===== config.mk =====
export PLATFORM = sky130hd
export DESIGN_NAME = timer16_core
export DESIGN_NICKNAME = d
export VERILOG_FILES = /design/src/core/timer16_prescaler.v /design/src/core/timer16_capture_filter.v /design/src/core/timer16_core.v
export VERILOG_INCLUDE_DIRS = /design/src /design/src/include
export SDC_FILE = /design/constraint.sdc
export NUM_CORES = 1
export LEC_CHECK = 0
export BUFFER_PORTS_ARGS = -buffer_cell sky130_fd_sc_hd__buf_2
export CAP_MARGIN = 20
export CELL_PAD_IN_SITES_DETAIL_PLACEMENT = 1
export CELL_PAD_IN_SITES_GLOBAL_PLACEMENT = 1
export CORE_ASPECT_RATIO = 1.1
export CORE_UTILIZATION = 40
export CTS_CLUSTER_SIZE = 10
export DETAILED_ROUTE_END_ITERATION = 8
export HOLD_SLACK_MARGIN = 0.12
export PLACE_DENSITY = 0.76
export SYNTH_ARGS = -nofsm -noshare
export SYNTH_HDL_FRONTEND = slang
export SYNTH_SLANG_ARGS = --single-unit

===== constraint.sdc =====
create_clock -name sys_clk -period 5.8 [get_ports sys_clk]
set_clock_uncertainty 0.05 [all_clocks]
set_input_delay 1.16 -clock sys_clk [delete_from_list [all_inputs] [get_ports sys_clk]]
set_output_delay 1.16 -clock sys_clk [all_outputs]
set_load 0.01 [all_outputs]

===== src/include/timer16_defs.vh =====
// Register offsets, field positions, reset values and timing counts for the 16-bit timer core
`ifndef TIMER16_DEFS_VH
`define TIMER16_DEFS_VH

// Register offsets (I/O address space, 8-bit)
`define T16_OFS_CTRL_A      8'h80
`define T16_OFS_CTRL_B      8'h81
`define T16_OFS_CTRL_C      8'h82
`define T16_OFS_CNT_LO      8'h84
`define T16_OFS_CNT_HI      8'h85
`define T16_OFS_CMPA_LO     8'h88
`define T16_OFS_CMPA_HI     8'h89
`define T16_OFS_CMPB_LO     8'h8a
`define T16_OFS_CMPB_HI     8'h8b
`define T16_OFS_CAP_LO      8'h86
`define T16_OFS_CAP_HI      8'h87
`define T16_OFS_FLAGS       8'h36

// Field positions
`define T16_A_COMA_HI       7
`define T16_A_COMA_LO       6
`define T16_A_COMB_HI       5
`define T16_A_COMB_LO       4
`define T16_A_WGM_HI        1
`define T16_A_WGM_LO        0
`define T16_B_NOISE         7
`define T16_B_EDGE          6
`define T16_B_RSVD          5
`define T16_B_WGM_HI        4
`define T16_B_WGM_LO        3
`define T16_B_CS_HI         2
`define T16_B_CS_LO         0
`define T16_C_FORCE_A       7
`define T16_C_FORCE_B       6
`define T16_F_CAP           5
`define T16_F_CMPB          2
`define T16_F_CMPA          1
`define T16_F_OVF           0

// Reset values and write masks
`define T16_CTRL_A_RST      8'h00
`define T16_CTRL_B_RST      8'h00
`define T16_CTRL_A_MASK     8'hf3
`define T16_CTRL_B_MASK     8'hdf

// Fixed TOP and BOTTOM values
`define T16_TOP_MAX         16'hffff
`define T16_TOP_8BIT        16'h00ff
`define T16_TOP_9BIT        16'h01ff
`define T16_TOP_10BIT       16'h03ff
`define T16_BOTTOM          16'h0000

// Update / overflow point codes
`define T16_PT_IMM          2'h0
`define T16_PT_TOP          2'h1
`define T16_PT_BOT          2'h2
`define T16_PT_MAX          2'h3

// Noise filter sample count and prescaler taps
`define T16_FILT_SAMPLES    4
`define T16_DIV_8           10'h007
`define T16_DIV_64          10'h03f
`define T16_DIV_256         10'h0ff
`define T16_DIV_1024        10'h3ff

`endif


===== src/core/timer16_prescaler.v =====
// Clock source selection: prescaler taps and external count pin edge detection
`timescale 1ns/1ps
`include "timer16_defs.vh"

module timer16_prescaler (
    // Clock and reset
    input  wire       clk,
    input  wire       rst_n,
    // Control
    input  wire [2:0] clock_source_sel,
    input  wire       ext_count_sync,
    // Timer tick
    output reg        tick_q
);
    reg  [9:0] div_q;
    reg        ext_prev_q;
    reg        tick_d;

    // Free-running prescaler counter
    always @(posedge clk or negedge rst_n) begin
        if (!rst_n) begin
            div_q      <= 10'h000;
            ext_prev_q <= 1'b0;
            tick_q     <= 1'b0;
        end else begin
            div_q      <= div_q + 10'h001;
            ext_prev_q <= ext_count_sync;
            tick_q     <= tick_d;
        end
    end

    // Tick pulse from the selected source
    always @* begin
        case (clock_source_sel)
            3'h0: tick_d = 1'b0;
            3'h1: tick_d = 1'b1;
            3'h2: tick_d = ((div_q & `T16_DIV_8) == `T16_DIV_8);
            3'h3: tick_d = ((div_q & `T16_DIV_64) == `T16_DIV_64);
            3'h4: tick_d = ((div_q & `T16_DIV_256) == `T16_DIV_256);
            3'h5: tick_d = (div_q == `T16_DIV_1024);
            3'h6: tick_d = ext_prev_q & ~ext_count_sync;
            3'h7: tick_d = ~ext_prev_q & ext_count_sync;
            default: tick_d = 1'b0;
        endcase
    end
endmodule // timer16_prescaler


===== src/core/timer16_capture_filter.v =====
// Input capture noise filter and edge detector
`timescale 1ns/1ps
`include "timer16_defs.vh"

module timer16_capture_filter (
    // Clock and reset
    input  wire clk,
    input  wire rst_n,
    // Control
    input  wire capture_noise_filter_en,
    input  wire capture_edge_sel,
    input  wire capture_enable,
    // Synchronised pin and event
    input  wire capture_sync,
    output reg  capture_event_q
);
    reg  [3:0] hist_q;
    reg        filt_q;
    reg        level_prev_q;
    wire       level;
    wire       all_hi;
    wire       all_lo;

    assign all_hi = &hist_q;
    assign all_lo = ~|hist_q;
    assign level  = capture_noise_filter_en ? filt_q : capture_sync;

    // Sample history, filtered level and edge event
    always @(posedge clk or negedge rst_n) begin
        if (!rst_n) begin
            hist_q          <= 4'h0;
            filt_q          <= 1'b0;
            level_prev_q    <= 1'b0;
            capture_event_q <= 1'b0;
        end else begin
            hist_q <= {hist_q[2:0], capture_sync};
            if (all_hi) begin
                filt_q <= 1'b1;
            end else if (all_lo) begin
                filt_q <= 1'b0;
            end
            level_prev_q    <= level;
            capture_event_q <= capture_enable & (capture_edge_sel ?
                               (level & ~level_prev_q) :
                               (~level & level_prev_q));
        end
    end
endmodule // timer16_capture_filter


===== src/core/timer16_core.v =====
// 16-bit timer/counter control core: mode decode, clocking, capture, force and CPU access
// Functional notes
// - Mode is two low bits of control A plus two bits of control B.
// - Modes 0, 4, 12: TOP max/compare A/capture, immediate update, flag at MAX.
// - Phase-correct 1,2,3,10,11: update at TOP, overflow flag at BOTTOM.
// - Fast PWM 5,6,7,14,15: update at BOTTOM, overflow flag at TOP.
// - Modes 8, 9: capture/compare A TOP, update and flag at BOTTOM.
// - Noise filter needs four equal samples before output changes.
// - Edge select zero captures falling edges, one captures rising edges.
// - Capture copies counter to capture register and sets capture flag.
// - Capture pin disabled when capture register serves as TOP.
// - Clock select zero stops; one to five divide by 1,8,64,256,1024.
// - Clock select six/seven counts falling/rising edges of external pin.
// - External pin edges count even when the pin drives as output.
// - Force bits cause a compare match in non-PWM modes only.
// - Forced match sets no flag and never clears the counter.
// - Force bits are strobes and read back as zero.
// - Counter accessed as two bytes through shared high-byte latch.
// - CPU counter write suppresses compare match on next timer tick.
// - Non-PWM output mode: 0 off, 1 toggle, 2 clear, 3 set.
// - Compare flag sets in timer cycle after counter equals compare.
`timescale 1ns/1ps
`include "timer16_defs.vh"

module timer16_core (
    // Clock and reset
    input  wire        sys_clk,
    input  wire        rst_n,
    // CPU I/O port
    input  wire [7:0]  io_addr,
    input  wire [7:0]  io_wdata,
    input  wire        io_wr,
    input  wire        io_rd,
    output reg  [7:0]  io_rdata,
    // Pins
    input  wire        capture_input_pin,
    input  wire        ext_count_pin,
    output reg         compare_out_a,
    output reg         compare_out_b,
    output wire        compare_out_a_en,
    output wire        compare_out_b_en,
    // Status
    output reg         overflow_flag,
    output reg         capture_flag,
    output reg         compare_match_flag_a,
    output reg         compare_match_flag_b
);
    // Reset synchroniser
    reg        rst_s1_q;
    reg        rst_s2_q;
    wire       rst_i_n;
    always @(posedge sys_clk or negedge rst_n) begin
        if (!rst_n) begin
            rst_s1_q <= 1'b0;
            rst_s2_q <= 1'b0;
        end else begin
            rst_s1_q <= 1'b1;
            rst_s2_q <= rst_s1_q;
        end
    end
    assign rst_i_n = rst_s2_q;

    // Pin synchronisers
    reg [1:0] cap_sync_q;
    reg [1:0] ext_sync_q;
    always @(posedge sys_clk or negedge rst_i_n) begin
        if (!rst_i_n) begin
            cap_sync_q <= 2'b00;
            ext_sync_q <= 2'b00;
        end else begin
            cap_sync_q <= {cap_sync_q[0], capture_input_pin};
            ext_sync_q <= {ext_sync_q[0], ext_count_pin};
        end
    end

    // Registers
    reg  [7:0]  ctrl_a_q;
    reg  [7:0]  ctrl_b_q;
    reg  [15:0] count_q;
    reg  [15:0] cmp_a_q;
    reg  [15:0] cmp_b_q;
    reg  [15:0] cmp_a_buf_q;
    reg  [15:0] cmp_b_buf_q;
    reg  [15:0] cap_q;
    reg  [7:0]  high_byte_latch_q;
    reg         dir_down_q;
    reg         block_match_q;
    reg         match_a_q;
    reg         match_b_q;

    wire [3:0] wave_gen_mode_sel;
    wire [1:0] mode_a;
    wire [1:0] mode_b;
    wire [2:0] clock_source_sel;
    assign wave_gen_mode_sel = {ctrl_b_q[`T16_B_WGM_HI:`T16_B_WGM_LO],
                                ctrl_a_q[`T16_A_WGM_HI:`T16_A_WGM_LO]};
    assign mode_a = ctrl_a_q[`T16_A_COMA_HI:`T16_A_COMA_LO];
    assign mode_b = ctrl_a_q[`T16_A_COMB_HI:`T16_A_COMB_LO];
    assign clock_source_sel = ctrl_b_q[`T16_B_CS_HI:`T16_B_CS_LO];

    // TOP value for the mode
    function [15:0] top_of;
        input [3:0]  m;
        input [15:0] ocra;
        input [15:0] icr;
        begin
            case (m)
                4'h0: top_of = `T16_TOP_MAX;
                4'h1, 4'h5: top_of = `T16_TOP_8BIT;
                4'h2, 4'h6: top_of = `T16_TOP_9BIT;
                4'h3, 4'h7: top_of = `T16_TOP_10BIT;
                4'h4, 4'h9, 4'hb, 4'hf: top_of = ocra;
                4'h8, 4'ha, 4'hc, 4'he: top_of = icr;
                default: top_of = `T16_TOP_MAX;
            endcase
        end
    endfunction

    // Compare update point for the mode
    function [1:0] upd_of;
        input [3:0] m;
        begin
            case (m)
                4'h0, 4'h4, 4'hc: upd_of = `T16_PT_IMM;
                4'h1, 4'h2, 4'h3, 4'ha, 4'hb: upd_of = `T16_PT_TOP;
                default: upd_of = `T16_PT_BOT;
            endcase
        end
    endfunction

    // Overflow flag point for the mode
    function [1:0] ovf_of;
        input [3:0] m;
        begin
            case (m)
                4'h0, 4'h4, 4'hc: ovf_of = `T16_PT_MAX;
                4'h5, 4'h6, 4'h7, 4'he, 4'hf: ovf_of = `T16_PT_TOP;
                default: ovf_of = `T16_PT_BOT;
            endcase
        end
    endfunction

    wire [15:0] top_val;
    wire [1:0]  upd_pt;
    wire [1:0]  ovf_pt;
    wire        is_pwm;
    wire        is_dual;
    wire        icr_top;
    wire        at_top;
    wire        at_bot;
    wire        tick;
    wire        cap_event;
    assign top_val = top_of(wave_gen_mode_sel, cmp_a_q, cap_q);
    assign upd_pt  = upd_of(wave_gen_mode_sel);
    assign ovf_pt  = ovf_of(wave_gen_mode_sel);
    assign is_pwm  = (upd_pt != `T16_PT_IMM);
    assign is_dual = (ovf_pt == `T16_PT_BOT);
    assign icr_top = (wave_gen_mode_sel == 4'h8) | (wave_gen_mode_sel == 4'ha) |
                     (wave_gen_mode_sel == 4'hc) | (wave_gen_mode_sel == 4'he);
    assign at_top  = (count_q == top_val);
    assign at_bot  = (count_q == `T16_BOTTOM);
    assign compare_out_a_en = (mode_a != 2'h0);
    assign compare_out_b_en = (mode_b != 2'h0);

    timer16_prescaler u_prescaler (
        .clk              (sys_clk),
        .rst_n            (rst_i_n),
        .clock_source_sel (clock_source_sel),
        .ext_count_sync   (ext_sync_q[1]),
        .tick_q           (tick)
    );

    timer16_capture_filter u_capture (
        .clk                     (sys_clk),
        .rst_n                   (rst_i_n),
        .capture_noise_filter_en (ctrl_b_q[`T16_B_NOISE]),
        .capture_edge_sel        (ctrl_b_q[`T16_B_EDGE]),
        .capture_enable          (~icr_top),
        .capture_sync            (cap_sync_q[1]),
        .capture_event_q         (cap_event)
    );

    // Output action on a (real or forced) match
    function out_act;
        input       cur;
        input [1:0] m;
        begin
            case (m)
                2'h1: out_act = ~cur;
                2'h2: out_act = 1'b0;
                2'h3: out_act = 1'b1;
                default: out_act = cur;
            endcase
        end
    endfunction

    wire wr_cnt_lo;
    wire wr_c;
    wire force_a;
    wire force_b;
    assign wr_cnt_lo = io_wr & (io_addr == `T16_OFS_CNT_LO);
    assign wr_c      = io_wr & (io_addr == `T16_OFS_CTRL_C);
    assign force_a   = wr_c & io_wdata[`T16_C_FORCE_A] & ~is_pwm;
    assign force_b   = wr_c & io_wdata[`T16_C_FORCE_B] & ~is_pwm;

    // Counter, compare, capture and CPU writes
    always @(posedge sys_clk or negedge rst_i_n) begin
        if (!rst_i_n) begin
            ctrl_a_q          <= `T16_CTRL_A_RST;
            ctrl_b_q          <= `T16_CTRL_B_RST;
            count_q           <= 16'h0000;
            cmp_a_q           <= 16'h0000;
            cmp_b_q           <= 16'h0000;
            cmp_a_buf_q       <= 16'h0000;
            cmp_b_buf_q       <= 16'h0000;
            cap_q             <= 16'h0000;
            high_byte_latch_q <= 8'h00;
            dir_down_q        <= 1'b0;
            block_match_q     <= 1'b0;
            match_a_q         <= 1'b0;
            match_b_q         <= 1'b0;
            overflow_flag     <= 1'b0;
            capture_flag      <= 1'b0;
            compare_match_flag_a <= 1'b0;
            compare_match_flag_b <= 1'b0;
            compare_out_a     <= 1'b0;
            compare_out_b     <= 1'b0;
        end else begin
            // Flags: hardware set wins over a write-one clear
            if (io_wr && io_addr == `T16_OFS_FLAGS) begin
                if (io_wdata[`T16_F_OVF])  overflow_flag <= 1'b0;
                if (io_wdata[`T16_F_CAP])  capture_flag  <= 1'b0;
                if (io_wdata[`T16_F_CMPA]) compare_match_flag_a <= 1'b0;
                if (io_wdata[`T16_F_CMPB]) compare_match_flag_b <= 1'b0;
            end
            if (tick) begin
                match_a_q <= (count_q == cmp_a_q) & ~block_match_q;
                match_b_q <= (count_q == cmp_b_q) & ~block_match_q;
                block_match_q <= 1'b0;
                if (match_a_q) compare_match_flag_a <= 1'b1;
                if (match_b_q) compare_match_flag_b <= 1'b1;
                if (match_a_q && !is_pwm) compare_out_a <= out_act(compare_out_a, mode_a);
                if (match_b_q && !is_pwm) compare_out_b <= out_act(compare_out_b, mode_b);
                // Count sequence
                if (is_dual) begin
                    if (!dir_down_q && at_top) begin
                        dir_down_q <= 1'b1;
                        count_q    <= count_q - 16'h0001;
                    end else if (dir_down_q && at_bot) begin
                        dir_down_q <= 1'b0;
                        count_q    <= count_q + 16'h0001;
                    end else begin
                        count_q <= dir_down_q ? count_q - 16'h0001 : count_q + 16'h0001;
                    end
                end else if (at_top && wave_gen_mode_sel != 4'h0) begin
                    count_q <= `T16_BOTTOM;
                end else begin
                    count_q <= count_q + 16'h0001;
                end
                // Overflow flag point
                if ((ovf_pt == `T16_PT_MAX && count_q == `T16_TOP_MAX) ||
                    (ovf_pt == `T16_PT_TOP && at_top) ||
                    (ovf_pt == `T16_PT_BOT && at_bot && dir_down_q)) begin
                    overflow_flag <= 1'b1;
                end
                // Double-buffered compare update
                if ((upd_pt == `T16_PT_TOP && at_top) ||
                    (upd_pt == `T16_PT_BOT && at_bot)) begin
                    cmp_a_q <= cmp_a_buf_q;
                    cmp_b_q <= cmp_b_buf_q;
                end
            end
            if (upd_pt == `T16_PT_IMM) begin
                cmp_a_q <= cmp_a_buf_q;
                cmp_b_q <= cmp_b_buf_q;
            end
            // Forced strobes change the output only, no flag, no clear
            if (force_a) compare_out_a <= out_act(compare_out_a, mode_a);
            if (force_b) compare_out_b <= out_act(compare_out_b, mode_b);
            // Input capture
            if (cap_event) begin
                cap_q        <= count_q;
                capture_flag <= 1'b1;
            end
            // CPU writes
            if (io_wr) begin
                case (io_addr)
                    `T16_OFS_CTRL_A: ctrl_a_q <= io_wdata & `T16_CTRL_A_MASK;
                    `T16_OFS_CTRL_B: ctrl_b_q <= io_wdata & `T16_CTRL_B_MASK;
                    `T16_OFS_CNT_HI, `T16_OFS_CMPA_HI, `T16_OFS_CMPB_HI,
                    `T16_OFS_CAP_HI: high_byte_latch_q <= io_wdata;
                    `T16_OFS_CNT_LO: begin
                        count_q       <= {high_byte_latch_q, io_wdata};
                        block_match_q <= 1'b1;
                    end
                    `T16_OFS_CMPA_LO: cmp_a_buf_q <= {high_byte_latch_q, io_wdata};
                    `T16_OFS_CMPB_LO: cmp_b_buf_q <= {high_byte_latch_q, io_wdata};
                    `T16_OFS_CAP_LO: if (icr_top) cap_q <= {high_byte_latch_q, io_wdata};
                    default: ;
                endcase
            end
            // Counter or capture low-byte read latches the high byte atomically
            if (io_rd && !io_wr) begin
                if (io_addr == `T16_OFS_CNT_LO) high_byte_latch_q <= count_q[15:8];
                if (io_addr == `T16_OFS_CAP_LO) high_byte_latch_q <= cap_q[15:8];
            end
        end
    end

    // Read data mux
    always @* begin
        case (io_addr)
            `T16_OFS_CTRL_A:  io_rdata = ctrl_a_q;
            `T16_OFS_CTRL_B:  io_rdata = ctrl_b_q;
            `T16_OFS_CTRL_C:  io_rdata = 8'h00;
            `T16_OFS_CNT_LO:  io_rdata = count_q[7:0];
            `T16_OFS_CNT_HI:  io_rdata = high_byte_latch_q;
            `T16_OFS_CAP_LO:  io_rdata = cap_q[7:0];
            `T16_OFS_CAP_HI:  io_rdata = high_byte_latch_q;
            `T16_OFS_CMPA_LO: io_rdata = cmp_a_q[7:0];
            `T16_OFS_CMPA_HI: io_rdata = cmp_a_q[15:8];
            `T16_OFS_CMPB_LO: io_rdata = cmp_b_q[7:0];
            `T16_OFS_CMPB_HI: io_rdata = cmp_b_q[15:8];
            `T16_OFS_FLAGS:   io_rdata = {2'b00, capture_flag, 2'b00,
                                          compare_match_flag_b, compare_match_flag_a,
                                          overflow_flag};
            default:          io_rdata = 8'h00;
        endcase
    end
endmodule // timer16_core


Word level (Yosys, flattened, before mapping) --
Memory sizes are Yosys's and may differ from the RTL's. Index checks and enable logic that the tools add are counted.
Storage, ports and cells: input bits 22, bits in read-only memories 64, output and inout port bits 16, memories kept 2, flip-flop bits (word level) 152, logic and storage cells 223
Operators by class: $add $sub $neg 3, mux-type cells 58, reductions and logical operators 53, bitwise operators 24, equal/unequal tests 53
Memory list:
- (no name shown) | words 16, width 2, rd ports 1, clocked after memory_dff 0, write ports 0, RTL line timer16_core.v:135 | case (m)
- (no name shown) | words 16, width 2, rd ports 1, clocked after memory_dff 0, write ports 0, RTL line timer16_core.v:123 | case (m)
Operators with widths (count):
- $mux 16 | 18
- $eq 8x8->1 const B | 12
- $pmux 16 s5 | 1
- $pmux 8 s10 | 1
- $eq 16x16->1 | 3
- $mux 8 | 5
- $mux 1 | 30
- $eq 4x4->1 const B | 7
- $reduce_bool 2->1 | 12
- $add 16x1->16 const B | 1
- $eq 16x16->1 const B | 1
- $eq 4x3->1 const B | 4
- $logic_not 16->1 | 1
- $reduce_and 2->1 | 8
- $reduce_or 4->1 | 4
- $sub 16x1->16 const B | 1
- $eq 3x3->1 const B | 5
- $eq 2x2->1 const B | 7
- $logic_and 1x1->1 | 13
- $and 1x1->1 | 12
- $add 10x1->10 const B | 1
- $eq 10x10->1 const B | 1
- $not 1->1 | 9
- $eq 2x1->1 const B | 4
- other kinds (18) | 30

Logic depth before layout (Yosys ltp) --
Gate-level depths: netlist of run 1.
depth after elaboration 10, depth in mapped cells 14, depth with buffers taken out 11

Cells and area by module --
A second synthesis of run 1 with hierarchy kept.
Unflattened totals: cells, all modules 875, area, all modules 8799.7 um^2
By module, submodules not included:
- timer16_core | area each 8036.5 um^2, times used 1, sequential area each 3328.2 um^2, cells an instance 815
- timer16_prescaler | area each 525.5 um^2, times used 1, sequential area each 300.3 um^2, cells an instance 45
- timer16_capture_filter | area each 237.7 um^2, times used 1, sequential area each 175.2 um^2, cells an instance 15

Least setup slack after synthesis of run 1 --
Ideal clock, no wire load.
path type input to output, start point in io_addr[5], end point out io_rdata[4], buffers on the path 0, data required time 4590 ps, stages 5, arrival 3089 ps, setup slack 1501 ps, path through or4b_2 nor3b_1 nand2_1 o221ai_1 a221o_1
On the way: word-level cells in the longest chain between the ends 3, elaborated cells between the ends (all ways) 13, those cells by class eq/ne: 11; mux: 1; reduce/logical: 1
RTL lines:
- start, declared | RTL line timer16_core.v:30 | input wire [7:0] io_addr,
- $eq 8x8->1 | RTL line timer16_core.v:312 | case (io_addr)
- $reduce_or 2->1 (no source line)
- $pmux 8 s10 (*) | RTL line timer16_core.v:312
- end, declared | RTL line timer16_core.v:34 | output reg [7:0] io_rdata,
Every way passes the cells marked *; elsewhere a longest branch is shown, timed or not.

Worst setup path after layout of run 1 --
start point in io_addr[5], end point out io_rdata[1]
The elaborated chain is that of the path after synthesis.

==> impl_metrics.yaml, run 1 <==
status:
  outcome: "finished, final reports clean"
power_and_ir_drop:
  p_leak_nw: 4.172
  p_sw_frac: 0.3502
  power.share.sequential: 0.456
  p_switching_mw: 1.073
  p_per_area_nw_per_um2: 310.1
  p_int_mw: 1.991
  ir_drop_v: 0.0002074
  power_mw: 3.064
  p_clk_frac: 0.368
  power_frac_comb: 0.175
setup_path:
  crit_top_cell: "buf_2"
  critical_path_class: "in -> out"
  start_kind: "input port"
  crit_required_ns: 4.59
  max_stage_delay_ns: 0.70
  crit_chain: "buf_2 > or4b_2 > or3_1 > nor3_1 > a22oi_1 > nand3_1 > buf_2"
  worstSetupEndpointType: "output pin"
  worst_r2r_path_depth: 9
  crit_family: "simple AND/OR/NAND/NOR gates"
  crit_path_max_fanout: 5
  arrival_ns: 3.34
  critPathSlowestCell: "or4b_2"
  cp.depth: 7
  critical_path_buf_inv_count: 2
sta:
  relSlewSlack: 0.2461
  max_freq_ghz: 0.2197
  tightest_slew_ns: 1.131
  setup_violations: 0
  final.setup.tns_ns: 0
  finalCritPeriodShare: 0.7848
  hold_viol_final: 0
  layout_min_cycle_time_ns: 4.552
  drv_slew: 0
  rsz0062_at_grt: "false"
drt:
  ant_nets: 0
  wl_per_cell_um: 24.25
  drt_wl_total_um: 29900
  drc: 0
  viasPerCell: 6.247
  via_count: 7702
  dr.pass1.iters: 5
  first_iter_violations: 662
global_route:
  grt_use_met1: 0.3717
  grt_overflow: 0
  use_met3: 0.04180
  antenna_found_initial: 0
  grt.met2_usage: 0.4502
  grt_max_degree: 69
  grt_first_pass_wirelength_um: 47090
  grt_usage: 0.2807
  grt_pass1_vias: 7815
  busiest_layer: "met2"
synthesis:
  async_flop_share: 1.000
  ys.flop_type: "dfrtp_1"
  synthTopCellsByArea: "dfrtp_1 (43%), mux2_2 (8.5%), mux2i_1 (5.5%)"
  synthCells: 922
  seq_area_frac_synth: 0.4278
  ys_ff_latch: 152
  synth.distinct_cells: 81
  yosys.area.top_type_share: 0.4278
  synth_area_per_cell_um2: 9.643
  syn-num-nets: 948
  yosys_warnings: 0
  yosysTopAreaCell: "dfrtp_1"
  synth_area_um2: 8891
  synth-edff-count: 0
placement:
  dp_hpwl_um: 20860
  io_buffer_count: 37
  place.gp.congestion: 0.9092
clock_network:
  ctsHoldBuffers: 0
  cts_setup_buffers: 0
  ctsRootBufferMaster: "clkbuf_16"
  path_clk_slew_ns: 0.08
  worst_skew_pair.late_latency_ns: 0.44
  htreeDepth: 4
  cts_sinks: 152
  cts_tree: "done"
  cts_max_path_buffers: 2
  cts_made_buffers: 17
  ctsResizeCount: 0
floorplanning:
  pin_count: 38
  rows: 56
  die_x_um: 144.2
  core_area_um2: 21580
  die_h_um: 158.4
  dieArea_um2: 22830
  initial_core_util: 0.4120
cells_and_area:
  final_common_cell: "dfrtp_1"
  fill_cells: 2478
  num-nets-final: 955
  drive_above_1_share: 0.1847
  final_cell_mix: "dfrtp_1 (151), nand2_1 (79), mux2_2 (67)"
  syn_to_final_growth_pct: 11.12
  utilization: 0.4578
min_path:
  min_path_type: "reg -> async"
run:
  drv_cap: 0
-- stage by stage --
stage | std cells | instance area [µm²] | hold WS (ns) | setup WS (ns)
floorplan | 922 | 8891 | 0.2812 | 1.201
global placement | 1200 | 9291 | 0.2849 | 1.285
detailed placement | 1200 | 9291 | 0.2863 | 1.241
CTS | 1232 | 9877 | 0.3001 | 1.242
global route | 1232 | 9877 | 0.3062 | 1.072
finish | 1233 | 9879 | 0.2753 | 1.248
-- layout make-up --
cell class	count	area [µm²]	area share
multi-input combinational	677	4703	0.4761
sequential	152	3807	0.3854
clock buffer	18	429.2	0.04344
tap	290	362.8	0.03673
timing repair buffer	55	320.3	0.03242
clock inverter	14	156.4	0.01583
inverter	26	97.59	0.009878
antenna	1	2.502	0.0002533
-- state kept, by name, summed over array words and instances (netlist names), 2 cells and up --
signal and cells:
cap_q 16, cap_sync_q 2, cmp_a_buf_q 16, cmp_a_q 16, cmp_b_buf_q 16, cmp_b_q 16, count_q 16, ctrl_a_q 6
ctrl_b_q 7, ext_sync_q 2, high_byte_latch_q 8, u_capture.hist_q 4, u_prescaler.div_q 10
-- power by group through the flow --
stage,clock network [mW],logic [mW],registers [mW]
4_1_cts,1.15,0.533,1.39
3_5_place_dp,0,0.528,1.41
3_3_place_gp,0,0.510,1.40
6_report,1.13,0.538,1.40
2_1_floorplan,0,0.440,1.26
5_1_grt,1.18,0.588,1.41
-- final timing paths --
| kind | from | to | slack, ns |
|---|---|---|---|
| min in group sys_clk | cap_sync_q[0]$_DFF_PN0_ | cap_sync_q[1]$_DFF_PN0_ | 0.30 |
| max in group asynchronous | rst_i_n$_DFF_PN0_ | count_q[0]$_DFF_PN0_ | 4.11 |
| min reg2reg | rst_i_n$_DFF_PN0_ | ext_sync_q[1]$_DFF_PN0_ | 0.28 |
| max reg2reg | ctrl_b_q[3]$_DFFE_PN0P_ | cmp_b_q[2]$_DFFE_PN0P_ | 1.44 |
| min | rst_i_n$_DFF_PN0_ | ext_sync_q[1]$_DFF_PN0_ | 0.28 |
| max | io_addr[5] | io_rdata[1] | 1.25 |
-- logic make-up (layout without fill, tap and decap cells) --
group                      Yosys count  after routing  share of synthesized area
AOI/OAI and AO/OA                  228            228                     0.1720
xor gates and xnor gates            36             36                    0.03546
adders and majority gates            4              4                   0.005629
buffers and inverters               93            113                    0.04320
DFF                                152            152                     0.4278
muxes                              119            119                     0.1476
other                                1              2                  0.0004218
and+or+nand+nor                    289            289                     0.1679
-- cell usage after synthesis, types with 3 or more instances --
library cell / instances
xnor2_1: 23
ha_1: 4
o221ai_1: 7
inv_1: 25
a21o_1: 4
o21a_1: 3
a31o_2: 3
nor4_1: 12
a221o_1: 6
and3_1: 15
o22ai_1: 8
xor2_1: 13
nor3_1: 16
a211oi_1: 13
mux4_2: 3
a22o_1: 8
buf_2: 13
nand4_1: 11
and2_1: 6
o31ai_1: 10
or2_2: 3
nand2_1: 79
nand2b_1: 11
mux2i_1: 49
a31oi_1: 17
nor3b_1: 7
or3_1: 7
o311ai_0: 4
mux2_2: 67
o2111ai_1: 3
o211ai_1: 7
a21oi_1: 51
dfrtp_1: 152
a22oi_1: 5
nand3_1: 28
o31a_1: 4
nor2b_1: 14
o32ai_1: 3
clkbuf_1: 42
or4_1: 7
buf_1: 9
nor2_1: 58
o21ai_0: 47
-- metal layers --
layer | share of wire | vias to the layer above
li1 | - | 3419
met5 | 0 | -
met4 | 0.038 | 0
met1 | 0.43 | 3944
met2 | 0.47 | 269
met3 | 0.059 | 70
No activity file was read; power rests on OpenSTA's default activity.
==> inputs of run 2 (changes only) <==
PLACE_DENSITY = 0.78   (was 0.76)
clock period = 3.94 ns   (was 5.8 ns; I/O delays follow)
==> impl_metrics.yaml, run 2 (synthesized netlist as in run 1, its figures left out) <==
status:
  outcome: "finished, final reports clean"
setup_path:
  crit_top_cell: "buf_2"
  r2r_start: "ctrl_a_q[0]$_DFFE_PN0P_"
  crit_required_ns: 3.10
  rr_endpoint: "count_q[5]$_DFF_PN0_"
  worstSetupEndpointType: "output pin"
  worst_r2r_path_depth: 10
  arrival_ns: 3.02
  crit_end: "io_rdata[1]"
  reg2reg_slack_ns: 0.17
  start_kind: "input port"
  max_stage_delay_ns: 0.69
  critical_path_class: "in -> out"
  crit_path_max_fanout: 6
  crit_chain: "buf_2 > or4b_2 > or3_1 > nor2_1 > and2_1 > a22oi_1 > nand3_1 > buf_2"
  critPathSlowestCell: "or4b_2"
  cp-startpoint: "io_addr[5]"
floorplanning:
  core_area_um2: 21580
  die_x_um: 144.2
  initial_core_util: 0.4120
  pin_count: 38
  rows: 56
  die_h_um: 158.4
  dieArea_um2: 22830
global_route:
  antenna_found_initial: 1
  grt_max_degree: 53
  grt_usage: 0.2997
  grt_pass1_vias: 8345
  grt_overflow: 0
  grt_first_pass_wirelength_um: 49980
clock_network:
  cts_sinks: 152
  cts_max_path_buffers: 2
  ctsRootBufferMaster: "clkbuf_16"
  cts_made_buffers: 17
  htreeDepth: 4
  cts_tree: "done"
  path_clk_slew_ns: 0.08
  worst_skew_pair.late_latency_ns: 0.45
sta:
  layout_min_cycle_time_ns: 3.859
  fin_hold_ws_ns: 0.2925
  setup_violations: 0
  tightest_slew_ns: 1.085
  final.setup.tns_ns: 0
  drv_slew: 0
  rsz0062_at_grt: "false"
  max_freq_ghz: 0.2591
  finalCritPeriodShare: 0.9794
  hold_viol_final: 0
  relSlewSlack: 0.2766
power_and_ir_drop:
  p_int_mw: 2.931
  ir_drop_v: 0.0003131
  power.share.sequential: 0.421
  p_per_area_nw_per_um2: 454.7
  power_frac_comb: 0.214
  p_leak_nw: 4.340
  p_switching_mw: 1.688
  p_clk_frac: 0.365
  p_sw_frac: 0.3654
cells_and_area:
  drive_above_1_share: 0.2119
  instances_no_fill: 1264
  final_cell_mix: "dfrtp_1 (151), nand2_1 (79), mux2_2 (67)"
  fin_area_um2: 10160
  final_common_cell: "dfrtp_1"
  syn_to_final_growth_pct: 14.26
  num-nets-final: 985
min_path:
  worstHoldStart: "cap_sync_q[0]$_DFF_PN0_"
  min_path_type: "reg -> reg"
placement:
  dp_hpwl_um: 22260
  place.gp.congestion: 0.9135
  numPlacedInstances: 1229
  io_buffer_count: 37
  dpl_cell_area_um2: 9534
drt:
  dr.pass1.iters: 5
  drc: 0
  via_count: 7983
  drt_wl_total_um: 31920
  wl_met2_um: 15350
  viasPerCell: 6.316
  ant_nets: 0
  first_iter_violations: 572
  wl_per_cell_um: 25.25
  top_layer: "met4"
  routedLengthMet1_um: 13300
  dr_wl_met3_um: 2059
run:
  drv_cap: 0
[run 2: cell type report]
cell class                      count  area (µm²)
Antenna cell                        2       5.005
Clock buffer                       17       425.4
Clock inverter                     15       176.4
Fill cell                        2504       11420
Inverter                           26       97.59
Multi-Input combinational cell    677        4711
Sequential cell                   152        3807
Tap cell                          290       362.8
Timing Repair Buffer               85       573.1
[run 2: worst min path at each step]
stage,depth (start not counted),end,slack [ns]
after CTS,0,cap_sync_q[1]$_DFF_PN0_,0.29
final,0,cap_sync_q[1]$_DFF_PN0_,0.29
after global routing,0,rst_i_n$_DFF_PN0_,0.32
after floorplan,0,rst_i_n$_DFF_PN0_,0.28
after detailed placement,0,cap_sync_q[1]$_DFF_PN0_,0.29
after global placement,0,ext_sync_q[1]$_DFF_PN0_,0.29
[run 2: metrics by stage]
step	total power, mW	worst slack, ns	util
global route	4.784	0.007742	0.4705
finish	4.619	0.08108	0.4707
global placement	2.883	0.1567	0.4418
detailed placement	2.906	0.03125	0.4418
floorplan	2.503	0.3848	-
CTS	4.615	0.02681	0.4701
[run 2: worst max-delay path, delay by kind of cell]
family	cells	cell delay (ns)
buffers and inverters	2	0.25
AO/OA/AOI/OAI	1	0.18
AND/OR/NAND/NOR	5	1.78
[run 2: per-layer routing]
layer,GRT usage,up-vias
met4,0.1363,0
met1,0.3817,4094
met3,0.05143,86
met5,0,-
met2,0.4971,311
li1,-,3492
[run 2: power groups by stage]
stage / clock network, mW / registers (mW) / logic, mW
floorplan: 0 / 1.86 / 0.648
finish: 1.69 / 1.94 / 0.991
CTS: 1.71 / 1.93 / 0.970
global placement: 0 / 1.95 / 0.929
detailed placement: 0 / 1.96 / 0.949
global route: 1.76 / 1.96 / 1.07
[run 2: repair_timing]
action,in CTS,in global routing
endpoints found under the setup margin,0,9
resized for setup,0,2
endpoints found under the hold margin,2,0
hold buffers,1,0
setup buffers,0,0
